### config.mk
export PLATFORM = sky130hd
export DESIGN_NAME = adcs_top
export DESIGN_NICKNAME = d
export VERILOG_FILES = /design/src/adcs_pkg.sv /design/src/adcs_tick_if.sv /design/src/adcs_div.sv /design/src/adcs_top.sv
export SDC_FILE = /design/constraint.sdc
export NUM_CORES = 1
export LEC_CHECK = 0
export BUFFER_PORTS_ARGS = -buffer_cell sky130_fd_sc_hd__buf_2
export CELL_PAD_IN_SITES_DETAIL_PLACEMENT = 0
export CELL_PAD_IN_SITES_GLOBAL_PLACEMENT = 1
export CORE_MARGIN = 4
export CORE_UTILIZATION = 36
export DETAILED_ROUTE_END_ITERATION = 10
export PLACE_DENSITY_LB_ADDON = 0.1
export SYNTH_ARGS = -nofsm -noshare
export SYNTH_HDL_FRONTEND = slang
export SYNTH_SLANG_ARGS = --single-unit
export TNS_END_PERCENT = 30
### constraint.sdc
create_clock -name aclk -period 1.9 [get_ports aclk]
set_clock_uncertainty 0.05 [all_clocks]
set_input_delay 0.095 -clock aclk [delete_from_list [all_inputs] [get_ports aclk]]
set_output_delay 0.095 -clock aclk [all_outputs]
set_load 0.01 [all_outputs]
### src/adcs_pkg.sv
// package: constants and types for the converter sequencer
// ----------------------------------------------------------------------------
// ----------------------------------------------------------------------------
package adcs_pkg;
  // register byte offsets
  localparam logic [7:0] OFF_CTRL0  = 8'h00;  // go, on, channel
  localparam logic [7:0] OFF_CTRL1  = 8'h04;  // port analog config
  localparam logic [7:0] OFF_CTRL2  = 8'h08;  // acquisition / clock select
  localparam logic [7:0] OFF_RESULT = 8'h0C;  // result high:low
  localparam logic [7:0] OFF_STATUS = 8'h10;  // done flag
  localparam logic [7:0] OFF_PORT   = 8'h14;  // port pin levels
  // control field positions
  localparam int BIT_ON    = 0;
  localparam int BIT_GO    = 1;
  localparam int BIT_DONE  = 0;
  localparam int CLK_LSB   = 0;
  localparam int ACQ_LSB   = 3;
  // reset values
  localparam logic [2:0] ACQ_RESET   = 3'h0;
  localparam logic [2:0] CLK_RESET   = 3'h0;
  localparam logic [3:0] CFG_ANALOG  = 4'h0;  // no pin analog, all pins read their level
  localparam logic [3:0] CFG_DIGITAL = 4'h7;  // pins 0 to 6 analog, pin 7 digital
  // timing counts
  localparam logic [3:0] CONV_PERIODS = 4'hD;  // thirteen bit periods
  localparam logic [1:0] INSTR_OSC    = 2'h3;  // instruction cycle = 4 osc, minus one
  localparam logic [1:0] WAIT_INSTR   = 2'h2;  // post-finish wait in instruction cycles
  localparam logic [1:0] AXI_OKAY     = 2'h0;
  localparam logic [1:0] AXI_SLVERR   = 2'h2;
  // sequencer states
  typedef enum logic [4:0] {
    ADCS_IDLE = 5'b00001,
    ADCS_DLY  = 5'b00010,
    ADCS_ACQ  = 5'b00100,
    ADCS_CONV = 5'b01000,
    ADCS_WAIT = 5'b10000
  } adcs_state_e;
endpackage : adcs_pkg

### src/adcs_tick_if.sv
// interface: bit period tick carried from the divider to the sequencer
`timescale 1ns/100ps
interface adcs_tick_if;
  logic       run;       // divider running
  logic [2:0] clk_sel;   // conversion clock select
  logic       rc_tick;   // rc oscillator edge, already synchronised
  logic       tick;      // one-cycle bit period pulse
  modport src (input run, input clk_sel, input rc_tick, output tick);
  modport dst (output run, output clk_sel, output rc_tick, input tick);
endinterface : adcs_tick_if

### src/adcs_div.sv
// module: bit period divider for the converter sequencer
`timescale 1ns/100ps
module adcs_div (
  // clock and reset
  input  wire logic aclk,
  input  wire logic aresetn,
  // tick channel
  adcs_tick_if.src  tk
);
  logic [5:0] cnt_r;   // oscillator period counter
  logic [5:0] lim;     // terminal count for divider
  logic       tick_r;  // registered tick

  // ----------------------------------------------------------------
  // divider select
  // ----------------------------------------------------------------
  // clock select decode
  always_comb begin
    unique case (tk.clk_sel[1:0])
      2'b00:   lim = tk.clk_sel[2] ? 6'h03 : 6'h01;
      2'b01:   lim = tk.clk_sel[2] ? 6'h0F : 6'h07;
      default: lim = tk.clk_sel[2] ? 6'h3F : 6'h1F;
    endcase
  end

  // count oscillator periods; rc mode forwards the rc edge instead
  always_ff @(posedge aclk) begin
    if (!aresetn || !tk.run) begin
      cnt_r  <= 6'h00;
      tick_r <= 1'b0;
    end else if (tk.clk_sel[1:0] == 2'b11) begin
      cnt_r  <= 6'h00;
      tick_r <= tk.rc_tick;
    end else begin
      tick_r <= (cnt_r == lim);
      cnt_r  <= (cnt_r == lim) ? 6'h00 : cnt_r + 6'h01;
    end
  end
  assign tk.tick = tick_r;

  // tick only while running
  chk_tick_run: assert property (@(posedge aclk) disable iff (!aresetn)
    !tk.run |=> !tk.tick) else $error("tick while divider stopped");
endmodule : adcs_div

### src/adcs_top.sv
// module: converter acquisition/conversion sequencer with AXI4-Lite registers
//
// Chosen here: the register addresses and the AXI4-Lite register port.
`timescale 1ns/100ps
module adcs_top (
  // clock and reset
  input  wire logic        aclk,
  input  wire logic        aresetn,
  // power-on reset, clears result only
  input  wire logic        por_n,
  // strap and converter pins
  input  wire logic        portb_analog_reset_select,
  input  wire logic        rc_clk_pin,
  input  wire logic [11:0] sar_result,
  input  wire logic [7:0]  port_pins,
  // write address
  input  wire logic [7:0]  s_axi_awaddr,
  input  wire logic        s_axi_awvalid,
  output logic             s_axi_awready,
  // write data
  input  wire logic [31:0] s_axi_wdata,
  input  wire logic [3:0]  s_axi_wstrb,
  input  wire logic        s_axi_wvalid,
  output logic             s_axi_wready,
  // write response
  output logic [1:0]       s_axi_bresp,
  output logic             s_axi_bvalid,
  input  wire logic        s_axi_bready,
  // read address
  input  wire logic [7:0]  s_axi_araddr,
  input  wire logic        s_axi_arvalid,
  output logic             s_axi_arready,
  // read data
  output logic [31:0]      s_axi_rdata,
  output logic [1:0]       s_axi_rresp,
  output logic             s_axi_rvalid,
  input  wire logic        s_axi_rready,
  // converter analog control
  output logic             sample_en,
  output logic             conv_start
);
  // ----------------------------------------------------------------
  // declarations
  // ----------------------------------------------------------------
  adcs_tick_if tk ();                      // bit period channel
  adcs_pkg::adcs_state_e state_r;          // sequencer state
  logic        on_r;                       // converter on
  logic        go_r;                       // go flag
  logic        done_r;                     // conversion done flag
  logic [3:0]  chan_r;                     // channel select, no effect on sequence
  logic [3:0]  cfg_r;                      // port analog config
  logic [2:0]  acq_sel_r;                  // acquisition time select
  logic [2:0]  clk_sel_r;                  // conversion clock select
  logic [11:0] result_r;                   // result pair
  logic [4:0]  acq_cnt_r;                  // acquisition down counter
  logic [3:0]  conv_cnt_r;                 // conversion bit counter
  logic [1:0]  osc_cnt_r;                  // instruction cycle prescaler
  logic [1:0]  wait_cnt_r;                 // post-finish wait
  logic        rc_s1_r;                    // rc pin sync stage 1
  logic        rc_s2_r;                    // rc pin sync stage 2
  logic        rc_s3_r;                    // rc edge detect
  logic [7:0]  pin_s1_r;                   // port pin sync stage 1
  logic [7:0]  pin_s2_r;                   // port pin sync stage 2
  logic        strap_done_r;               // strap captured after reset
  logic        aw_hold_r;                  // write address captured
  logic        w_hold_r;                   // write data captured
  logic [7:0]  aw_addr_r;                  // held write address
  logic [31:0] w_data_r;                   // held write data
  logic [3:0]  w_strb_r;                   // held write strobes
  logic        instr_tick;                 // one instruction cycle pulse
  logic        wr_go;                      // write accepted this cycle
  logic        wr_ctrl0;                   // write hits control 0
  logic        wr_res;                     // write hits result
  logic        go_wr_val;                  // go value written
  logic        go_abort;                   // software clears go mid-sequence
  logic        conv_end;                   // thirteenth bit period passes
  logic [4:0]  acq_load;                   // acquisition periods for select
  logic [7:0]  port_view;                  // masked port readback
  logic [31:0] rd_mux;                     // read data select
  logic        rd_ok;                      // read address decodes

  // ----------------------------------------------------------------
  // pin synchronisers
  // ----------------------------------------------------------------
  // two flops before any logic reads the rc clock and the pins
  always_ff @(posedge aclk) begin
    rc_s1_r  <= rc_clk_pin;
    rc_s2_r  <= rc_s1_r;
    rc_s3_r  <= rc_s2_r;
    pin_s1_r <= port_pins;
    pin_s2_r <= pin_s1_r;
  end

  // ----------------------------------------------------------------
  // bit period divider
  // ----------------------------------------------------------------
  assign tk.run     = (state_r == adcs_pkg::ADCS_ACQ) || (state_r == adcs_pkg::ADCS_CONV);
  assign tk.clk_sel = clk_sel_r;
  assign tk.rc_tick = rc_s2_r & ~rc_s3_r;

  adcs_div u_div (
    .aclk    (aclk),
    .aresetn (aresetn),
    .tk      (tk)
  );

  // instruction cycle: four oscillator periods
  always_ff @(posedge aclk) begin
    if (!aresetn) begin
      osc_cnt_r <= 2'h0;
    end else begin
      osc_cnt_r <= osc_cnt_r + 2'h1;
    end
  end
  assign instr_tick = (osc_cnt_r == adcs_pkg::INSTR_OSC);

  // ----------------------------------------------------------------
  // bus write path
  // ----------------------------------------------------------------
  assign wr_go     = aw_hold_r && w_hold_r && !s_axi_bvalid;
  assign wr_ctrl0  = wr_go && (aw_addr_r == adcs_pkg::OFF_CTRL0) && w_strb_r[0];
  assign wr_res    = wr_go && (aw_addr_r == adcs_pkg::OFF_RESULT);
  assign go_wr_val = w_data_r[adcs_pkg::BIT_GO];
  assign go_abort  = wr_ctrl0 && !go_wr_val && go_r;

  // capture address and data in either order
  always_ff @(posedge aclk) begin
    if (!aresetn) begin
      aw_hold_r <= 1'b0;
      w_hold_r  <= 1'b0;
      aw_addr_r <= 8'h00;
      w_data_r  <= 32'h0000_0000;
      w_strb_r  <= 4'h0;
    end else begin
      if (s_axi_awvalid && s_axi_awready) begin
        aw_hold_r <= 1'b1;
        aw_addr_r <= s_axi_awaddr;
      end else if (wr_go) begin
        aw_hold_r <= 1'b0;
      end
      if (s_axi_wvalid && s_axi_wready) begin
        w_hold_r <= 1'b1;
        w_data_r <= s_axi_wdata;
        w_strb_r <= s_axi_wstrb;
      end else if (wr_go) begin
        w_hold_r <= 1'b0;
      end
    end
  end

  // ready flags and write response
  always_ff @(posedge aclk) begin
    if (!aresetn) begin
      s_axi_awready <= 1'b0;
      s_axi_wready  <= 1'b0;
      s_axi_bvalid  <= 1'b0;
      s_axi_bresp   <= adcs_pkg::AXI_OKAY;
    end else begin
      s_axi_awready <= !aw_hold_r && !(s_axi_awvalid && s_axi_awready);
      s_axi_wready  <= !w_hold_r && !(s_axi_wvalid && s_axi_wready);
      if (wr_go) begin
        s_axi_bvalid <= 1'b1;
        s_axi_bresp  <= (aw_addr_r == adcs_pkg::OFF_CTRL0 || aw_addr_r == adcs_pkg::OFF_CTRL1
                      || aw_addr_r == adcs_pkg::OFF_CTRL2 || aw_addr_r == adcs_pkg::OFF_RESULT
                      || aw_addr_r == adcs_pkg::OFF_STATUS) ? adcs_pkg::AXI_OKAY
                      : adcs_pkg::AXI_SLVERR;
      end else if (s_axi_bready) begin
        s_axi_bvalid <= 1'b0;
      end
    end
  end

  // ----------------------------------------------------------------
  // control registers
  // ----------------------------------------------------------------
  // reset turns converter off
  always_ff @(posedge aclk) begin
    if (!aresetn) begin
      on_r   <= 1'b0;
      chan_r <= 4'h0;
    end else if (wr_ctrl0) begin
      on_r   <= w_data_r[adcs_pkg::BIT_ON];
      // channel stored only, sequence ignores it
      chan_r <= w_data_r[5:2];
    end
  end

  always_ff @(posedge aclk) begin
    if (!aresetn) begin
      acq_sel_r <= adcs_pkg::ACQ_RESET;
      clk_sel_r <= adcs_pkg::CLK_RESET;
    end else if (wr_go && aw_addr_r == adcs_pkg::OFF_CTRL2 && w_strb_r[0]) begin
      acq_sel_r <= w_data_r[adcs_pkg::ACQ_LSB +: 3];
      clk_sel_r <= w_data_r[adcs_pkg::CLK_LSB +: 3];
    end
  end

  // strap caught one cycle after reset release
  always_ff @(posedge aclk) begin
    if (!aresetn) begin
      cfg_r        <= adcs_pkg::CFG_ANALOG;
      strap_done_r <= 1'b0;
    end else if (!strap_done_r) begin
      cfg_r        <= portb_analog_reset_select ? adcs_pkg::CFG_ANALOG : adcs_pkg::CFG_DIGITAL;
      strap_done_r <= 1'b1;
    end else if (wr_go && aw_addr_r == adcs_pkg::OFF_CTRL1 && w_strb_r[0]) begin
      cfg_r <= w_data_r[3:0];
    end
  end

  // ----------------------------------------------------------------
  // sequencer
  // ----------------------------------------------------------------
  // acquisition code to bit periods
  always_comb begin
    unique case (acq_sel_r)
      3'h1:    acq_load = 5'd2;
      3'h2:    acq_load = 5'd4;
      3'h3:    acq_load = 5'd6;
      3'h4:    acq_load = 5'd8;
      3'h5:    acq_load = 5'd12;
      3'h6:    acq_load = 5'd16;
      3'h7:    acq_load = 5'd20;
      default: acq_load = 5'd0;
    endcase
  end

  // thirteenth tick of conversion
  // an abort in the same cycle wins, so a cut conversion never loads the result
  assign conv_end = (state_r == adcs_pkg::ADCS_CONV) && tk.tick
                 && (conv_cnt_r == adcs_pkg::CONV_PERIODS - 4'h1) && !go_abort;

  // reset aborts sequence; only go visible
  always_ff @(posedge aclk) begin
    if (!aresetn || !on_r) begin
      state_r    <= adcs_pkg::ADCS_IDLE;
      acq_cnt_r  <= 5'd0;
      conv_cnt_r <= 4'h0;
      wait_cnt_r <= 2'h0;
    end else if (go_abort && state_r != adcs_pkg::ADCS_WAIT) begin
      state_r    <= adcs_pkg::ADCS_WAIT;
      wait_cnt_r <= 2'h0;
    end else begin
      unique case (state_r)
        adcs_pkg::ADCS_IDLE: begin
          if (go_r) begin
            conv_cnt_r <= 4'h0;
            acq_cnt_r  <= acq_load;
            // rc clock manual mode waits one instruction cycle
            if (acq_sel_r == 3'h0 && clk_sel_r[1:0] == 2'b11) begin
              state_r <= adcs_pkg::ADCS_DLY;
            end else if (acq_sel_r == 3'h0) begin
              state_r <= adcs_pkg::ADCS_CONV;
            end else begin
              state_r <= adcs_pkg::ADCS_ACQ;
            end
          end
        end
        adcs_pkg::ADCS_DLY: begin
          if (instr_tick) begin
            state_r <= adcs_pkg::ADCS_CONV;
          end
        end
        adcs_pkg::ADCS_ACQ: begin
          if (tk.tick) begin
            if (acq_cnt_r == 5'd1) begin
              state_r <= adcs_pkg::ADCS_CONV;
            end
            acq_cnt_r <= acq_cnt_r - 5'd1;
          end
        end
        adcs_pkg::ADCS_CONV: begin
          if (conv_end) begin
            state_r    <= adcs_pkg::ADCS_WAIT;
            wait_cnt_r <= 2'h0;
          end else if (tk.tick) begin
            conv_cnt_r <= conv_cnt_r + 4'h1;
          end
        end
        adcs_pkg::ADCS_WAIT: begin
          if (instr_tick) begin
            if (wait_cnt_r == adcs_pkg::WAIT_INSTR - 2'h1) begin
              state_r <= adcs_pkg::ADCS_IDLE;
            end
            wait_cnt_r <= wait_cnt_r + 2'h1;
          end
        end
      endcase
    end
  end

  // go flag: software sets, completion clears
  always_ff @(posedge aclk) begin
    if (!aresetn || !on_r) begin
      go_r <= 1'b0;
    end else if (conv_end) begin
      go_r <= 1'b0;
    end else if (wr_ctrl0 && state_r != adcs_pkg::ADCS_WAIT) begin
      go_r <= go_wr_val;
    end
  end

  // done flag: set wins over software clear
  always_ff @(posedge aclk) begin
    if (!aresetn) begin
      done_r <= 1'b0;
    end else if (conv_end) begin
      done_r <= 1'b1;
    end else if (wr_go && aw_addr_r == adcs_pkg::OFF_STATUS && !w_data_r[adcs_pkg::BIT_DONE]) begin
      done_r <= 1'b0;
    end
  end

  // result cleared only by power-on reset
  always_ff @(posedge aclk) begin
    if (!por_n) begin
      result_r <= 12'h000;
    end else if (conv_end) begin
      result_r <= sar_result;
    end else if (wr_res && w_strb_r[0] && w_strb_r[1]) begin
      result_r <= w_data_r[11:0];
    end
  end

  // analog control outputs
  always_ff @(posedge aclk) begin
    if (!aresetn) begin
      sample_en  <= 1'b0;
      conv_start <= 1'b0;
    end else begin
      // a programmed acquisition keeps sampling through the go cycle
      sample_en  <= on_r && ((state_r == adcs_pkg::ADCS_IDLE
                   && (!go_r || acq_sel_r != adcs_pkg::ACQ_RESET))
                   || state_r == adcs_pkg::ADCS_ACQ);
      conv_start <= (state_r != adcs_pkg::ADCS_CONV) && (state_r != adcs_pkg::ADCS_WAIT)
                 && on_r && go_r && !go_abort;
    end
  end

  // ----------------------------------------------------------------
  // bus read path
  // ----------------------------------------------------------------
  // analog-configured pins read zero
  always_comb begin
    for (int i = 0; i < 8; i++) begin
      port_view[i] = (i >= int'(cfg_r)) ? pin_s2_r[i] : 1'b0;
    end
  end

  always_comb begin
    rd_ok  = 1'b1;
    rd_mux = 32'h0000_0000;
    unique case (s_axi_araddr)
      adcs_pkg::OFF_CTRL0:  rd_mux = {26'h0, chan_r, go_r, on_r};
      adcs_pkg::OFF_CTRL1:  rd_mux = {28'h0, cfg_r};
      adcs_pkg::OFF_CTRL2:  rd_mux = {26'h0, acq_sel_r, clk_sel_r};
      adcs_pkg::OFF_RESULT: rd_mux = {20'h0, result_r};
      adcs_pkg::OFF_STATUS: rd_mux = {31'h0, done_r};
      adcs_pkg::OFF_PORT:   rd_mux = {24'h0, port_view};
      default:              rd_ok  = 1'b0;
    endcase
  end

  always_ff @(posedge aclk) begin
    if (!aresetn) begin
      s_axi_arready <= 1'b0;
      s_axi_rvalid  <= 1'b0;
      s_axi_rdata   <= 32'h0000_0000;
      s_axi_rresp   <= adcs_pkg::AXI_OKAY;
    end else begin
      s_axi_arready <= !s_axi_rvalid && !(s_axi_arvalid && s_axi_arready);
      if (s_axi_arvalid && s_axi_arready) begin
        s_axi_rvalid <= 1'b1;
        s_axi_rdata  <= rd_mux;
        s_axi_rresp  <= rd_ok ? adcs_pkg::AXI_OKAY : adcs_pkg::AXI_SLVERR;
      end else if (s_axi_rready) begin
        s_axi_rvalid <= 1'b0;
      end
    end
  end

  // ----------------------------------------------------------------
  // checks
  // ----------------------------------------------------------------
  chk_conv_thirteen: assert property (@(posedge aclk) disable iff (!aresetn || !on_r)
    (state_r == adcs_pkg::ADCS_CONV && tk.tick && !go_abort
     && conv_cnt_r != adcs_pkg::CONV_PERIODS - 4'h1) |=> state_r == adcs_pkg::ADCS_CONV)
    else $error("conversion ended before thirteen periods");
  chk_done_sets: assert property (@(posedge aclk) disable iff (!aresetn)
    conv_end |=> done_r && !go_r) else $error("completion did not set done");
  chk_manual_start: assert property (@(posedge aclk) disable iff (!aresetn || !on_r)
    (state_r == adcs_pkg::ADCS_IDLE && go_r && acq_sel_r == 3'h0
     && clk_sel_r[1:0] != 2'b11 && !go_abort) |=> state_r == adcs_pkg::ADCS_CONV)
    else $error("manual start not immediate");
  chk_prog_acq: assert property (@(posedge aclk) disable iff (!aresetn || !on_r)
    (state_r == adcs_pkg::ADCS_IDLE && go_r && acq_sel_r != 3'h0 && !go_abort)
    |=> state_r == adcs_pkg::ADCS_ACQ) else $error("programmed acquisition skipped");
  chk_rc_delay: assert property (@(posedge aclk) disable iff (!aresetn || !on_r)
    (state_r == adcs_pkg::ADCS_IDLE && go_r && acq_sel_r == 3'h0
     && clk_sel_r[1:0] == 2'b11 && !go_abort) |=> state_r == adcs_pkg::ADCS_DLY)
    else $error("rc manual start not delayed");
  chk_abort_hold: assert property (@(posedge aclk) disable iff (!aresetn || !por_n)
    (go_abort && !wr_res) |=> $stable(result_r)) else $error("abort changed result");
  chk_wait_exit: assert property (@(posedge aclk) disable iff (!aresetn || !on_r)
    (state_r == adcs_pkg::ADCS_WAIT && $past(state_r) != adcs_pkg::ADCS_WAIT)
    |-> ##[1:9] state_r == adcs_pkg::ADCS_IDLE) else $error("wait exceeded two cycles");
  chk_acq_reset: assert property (@(posedge aclk)
    !aresetn |=> acq_sel_r == 3'h0 && !on_r) else $error("reset values wrong");
  cov_complete: cover property (@(posedge aclk) conv_end);
  cov_abort: cover property (@(posedge aclk) go_abort);
  cov_acq: cover property (@(posedge aclk) state_r == adcs_pkg::ADCS_ACQ);
endmodule : adcs_top

==> reports/results.tsv <==
stage	metric	value	unit
status	status	finished clean	
clock_tree	cts-htree-levels	4	
worst_setup_path	crit_fanout	5	
grt	gr-total-overflow	0	
logic_synthesis	synthArstFlopShare	0	%
drt	drc_errors	0	
drt	viasPerCell	4.93	
timing	tns	0	ns
logic_synthesis	ys_seq_area_share	43.9	%
logic_synthesis	synth_area_leader_cell	dfxtp_1	
run	max_cap_violations	0	
logic_synthesis	synth_xor_area_share	0.968	%
layout	final_nets	861	
die	die_x	131	um
worst_setup_path	crit_path_end_kind	register	
logic_synthesis	synth-edff-count	0	
logic_synthesis	ys_warn_count	0	
die	initial_utilization	37.1	%
worst_setup_path	critical_path_class	register to register	
die	die_y	131	um
worst_setup_path	arrival	2.15	ns
place	finalWeightedCongestion	0.820	
logic_synthesis	synth-compound-area-share	17.5	%
pwr	power	6270	uW
worst_setup_path	reg2reg_to	conv_cnt_r[2]	
drt	wl_per_cell	15.0	um
clock_tree	clk_path_buf_depth	2	
clock_tree	numCtsBuffers	17	
logic_synthesis	synth_cell_types	63	
timing	relSlewSlack	63.7	%
drt	vias	4773	
clock_tree	cts_sinks	119	
logic_synthesis	synth_top_area_share	43.9	%
drt	drt_wl_total	14600	um
timing	maxSlewViolCount	0	
logic_synthesis	synthCells	592	
pwr	leakagePower	0.00338	uW
grt	antenna_found_initial	0	
worst_setup_path	reg2reg_depth	5	
clock_tree	cts-root-buf	clkbuf_16	
layout	area_growth	38.5	%
die	row_count	44	
die	core_area	0.0146	mm^2
logic_synthesis	synthFlopType	dfxtp_1	
worst_setup_path	crit_path_start_kind	register	
layout	drive_gt1_share	26.8	%
timing	tightest_slew	0.545	ns
timing	fin_hold_ws	0.0286	ns
layout	final_common_cell	dfxtp_1	
layout	layout_common_cells	dfxtp_1, nand2_1, buf_2	
drt	first_iter_violations	256	
logic_synthesis	synth.avg_cell_area	9.17	um^2
grt	grt.total_usage	17.5	%
die	dieArea	0.0171	mm^2
timing	fmax	0.537	GHz
worst_setup_path	cp-startpoint	state_r[0]	
worst_setup_path	rrSetupSlack	0.04	ns
pwr	powerDensity	833	mW/mm^2
clock_tree	path_clk_slew	0.06	ns
logic_synthesis	synthSimpleGateAreaFrac	22.5	%
grt	grt_max_degree	37	
clock_tree	cts_tree	yes	
min_path	hold_end	state_r[0]	
place	hpwlAfterDp	10400	um
pwr	max-vdd-ir-drop	573	uV
logic_synthesis	synth_mux_area_share	7.19	%
timing	fin_crit_sh	98.0	%
worst_setup_path	timing.rr.start	state_r[0]	
timing	setup-violations-final	0	
logic_synthesis	synth_area_leaders	dfxtp_1, nand2_1, mux2i_1	
logic_synthesis	synth_top_family_by_area	simple AND/OR/NAND/NOR gates	
timing	hold_viol	0	
layout	n_antenna_cell	0	
min_path	min-delay-start	aresetn	
min_path	hp-class	input pin to register	
worst_setup_path	crit_required	2.19	ns
place	portBuffers	80	
drt	ant_nets	0	
logic_synthesis	ys_ff_latch	119	
clock_tree	clk_latency	0.41	ns
logic_synthesis	netlist_area	0.00543	mm^2
drt	first_pass_iters	4	
logic_synthesis	synth_fa_ha_area_share	1.61	%
die	ioPinCount	125	
min_path	hold_path_depth	4	
grt	grt_pass1_wl	23500	um
layout	final_core_util	51.3	%
grt	grt_pass1_vias	4760	
timing	post-route-min-period	1.86	ns
stage by stage:
step | worst slack (ns) | cells | cell area, um^2
global route | -0.0434 | 969 | 7520
global placement | 0.0102 | 883 | 6300
detailed placement | -0.0458 | 883 | 6300
finish | 0.0387 | 969 | 7520
CTS | -0.0157 | 960 | 7360
floorplan | -0.0755 | 613 | 5510
per-layer routing:
| layer | share of wire, % | wire length, um | up-vias | GRT usage, % |
|---|---|---|---|---|
| li1 | - | - | 2445 | - |
| met1 | 46 | 6760 | 2220 | 22.8 |
| met2 | 49 | 7110 | 97 | 28.4 |
| met3 | 3.3 | 485 | 11 | 4.19 |
| met4 | 1.5 | 214 | 0 | 6.11 |
| met5 | 0 | 0 | - | 0 |
what timing repair did:
item,in CTS,in global routing
resized for setup,2,21
endpoints found under the setup margin,6,34
pin swaps,3,11
hold buffers,45,0
hold endpoints to repair,44,0
gates cloned,0,1
buffers inserted,0,8
layout make-up:
type	instances	area, um^2
Clock buffer	20	457
Fill cell	1371	7130
Multi-Input combinational cell	428	2840
Inverter	12	45.0
Clock inverter	12	151
Tap cell	184	230
Timing Repair Buffer	194	1410
Sequential cell	119	2390
cell usage after synthesis (5+ instances only):
| library cell | count |
|---|---|
| nand2_1 | 97 |
| nand4_1 | 7 |
| inv_1 | 12 |
| clkbuf_1 | 25 |
| a32oi_1 | 5 |
| or4_1 | 6 |
| or3_1 | 5 |
| and3_1 | 7 |
| nand3_1 | 24 |
| ha_1 | 7 |
| nand2b_1 | 5 |
| nor2_1 | 20 |
| mux2i_1 | 30 |
| and2_1 | 7 |
| o21ai_0 | 23 |
| nand3b_1 | 9 |
| o211a_1 | 13 |
| nor2b_1 | 11 |
| buf_4 | 22 |
| nor3_1 | 11 |
| a21oi_1 | 16 |
| dfxtp_1 | 119 |
| a21boi_0 | 38 |
how the worst max path moves through the flow:
| stage | to | slack [ns] | cells after the start |
|---|---|---|---|
| finish | conv_cnt_r[2] | 0.04 | 5 |
| global route | acq_cnt_r[0] | -0.04 | 9 |
| detailed placement | conv_cnt_r[2] | -0.05 | 5 |
| floorplan | conv_cnt_r[3] | -0.08 | 7 |
| global placement | acq_cnt_r[4] | 0.01 | 7 |
| CTS | conv_cnt_r[3] | -0.02 | 5 |
flip-flops by register name (all words and copies together), names as in the netlist, 2 cells and up:
register     count
pin_s2_r         8
cfg_r            4
result_r        12
osc_cnt_r        2
wait_cnt_r       2
chan_r           4
s_axi_rdata     12
pin_s1_r         8
acq_cnt_r        5
clk_sel_r        3
aw_addr_r        8
state_r          5
w_strb_r         2
w_data_r        12
u_div.cnt_r      6
conv_cnt_r       4
acq_sel_r        3
power breakdown:
| group | internal, uW | switching [uW] | total (uW) |
|---|---|---|---|
| Clock | 2130 | 1150 | 3270 |
| Sequential | 2560 | 49.2 | 2610 |
| Combinational | 202 | 177 | 379 |
critical path: stages, from the launching register on:
cell	delay, ns
dfxtp_1	0.47
buf_4	0.19
nand4_1	0.15
a21boi_1	0.22
or4_1	0.53
a21oi_1	0.17
cell families after synthesis:
family,count (synthesis)
fa+ha+maj,7
flops,119
buf+inv,66
xor+xnor,6
simple gates,229
compound gates,130
mux,34
other cells,1
Note: power is estimated with default switching activity, not from simulation.
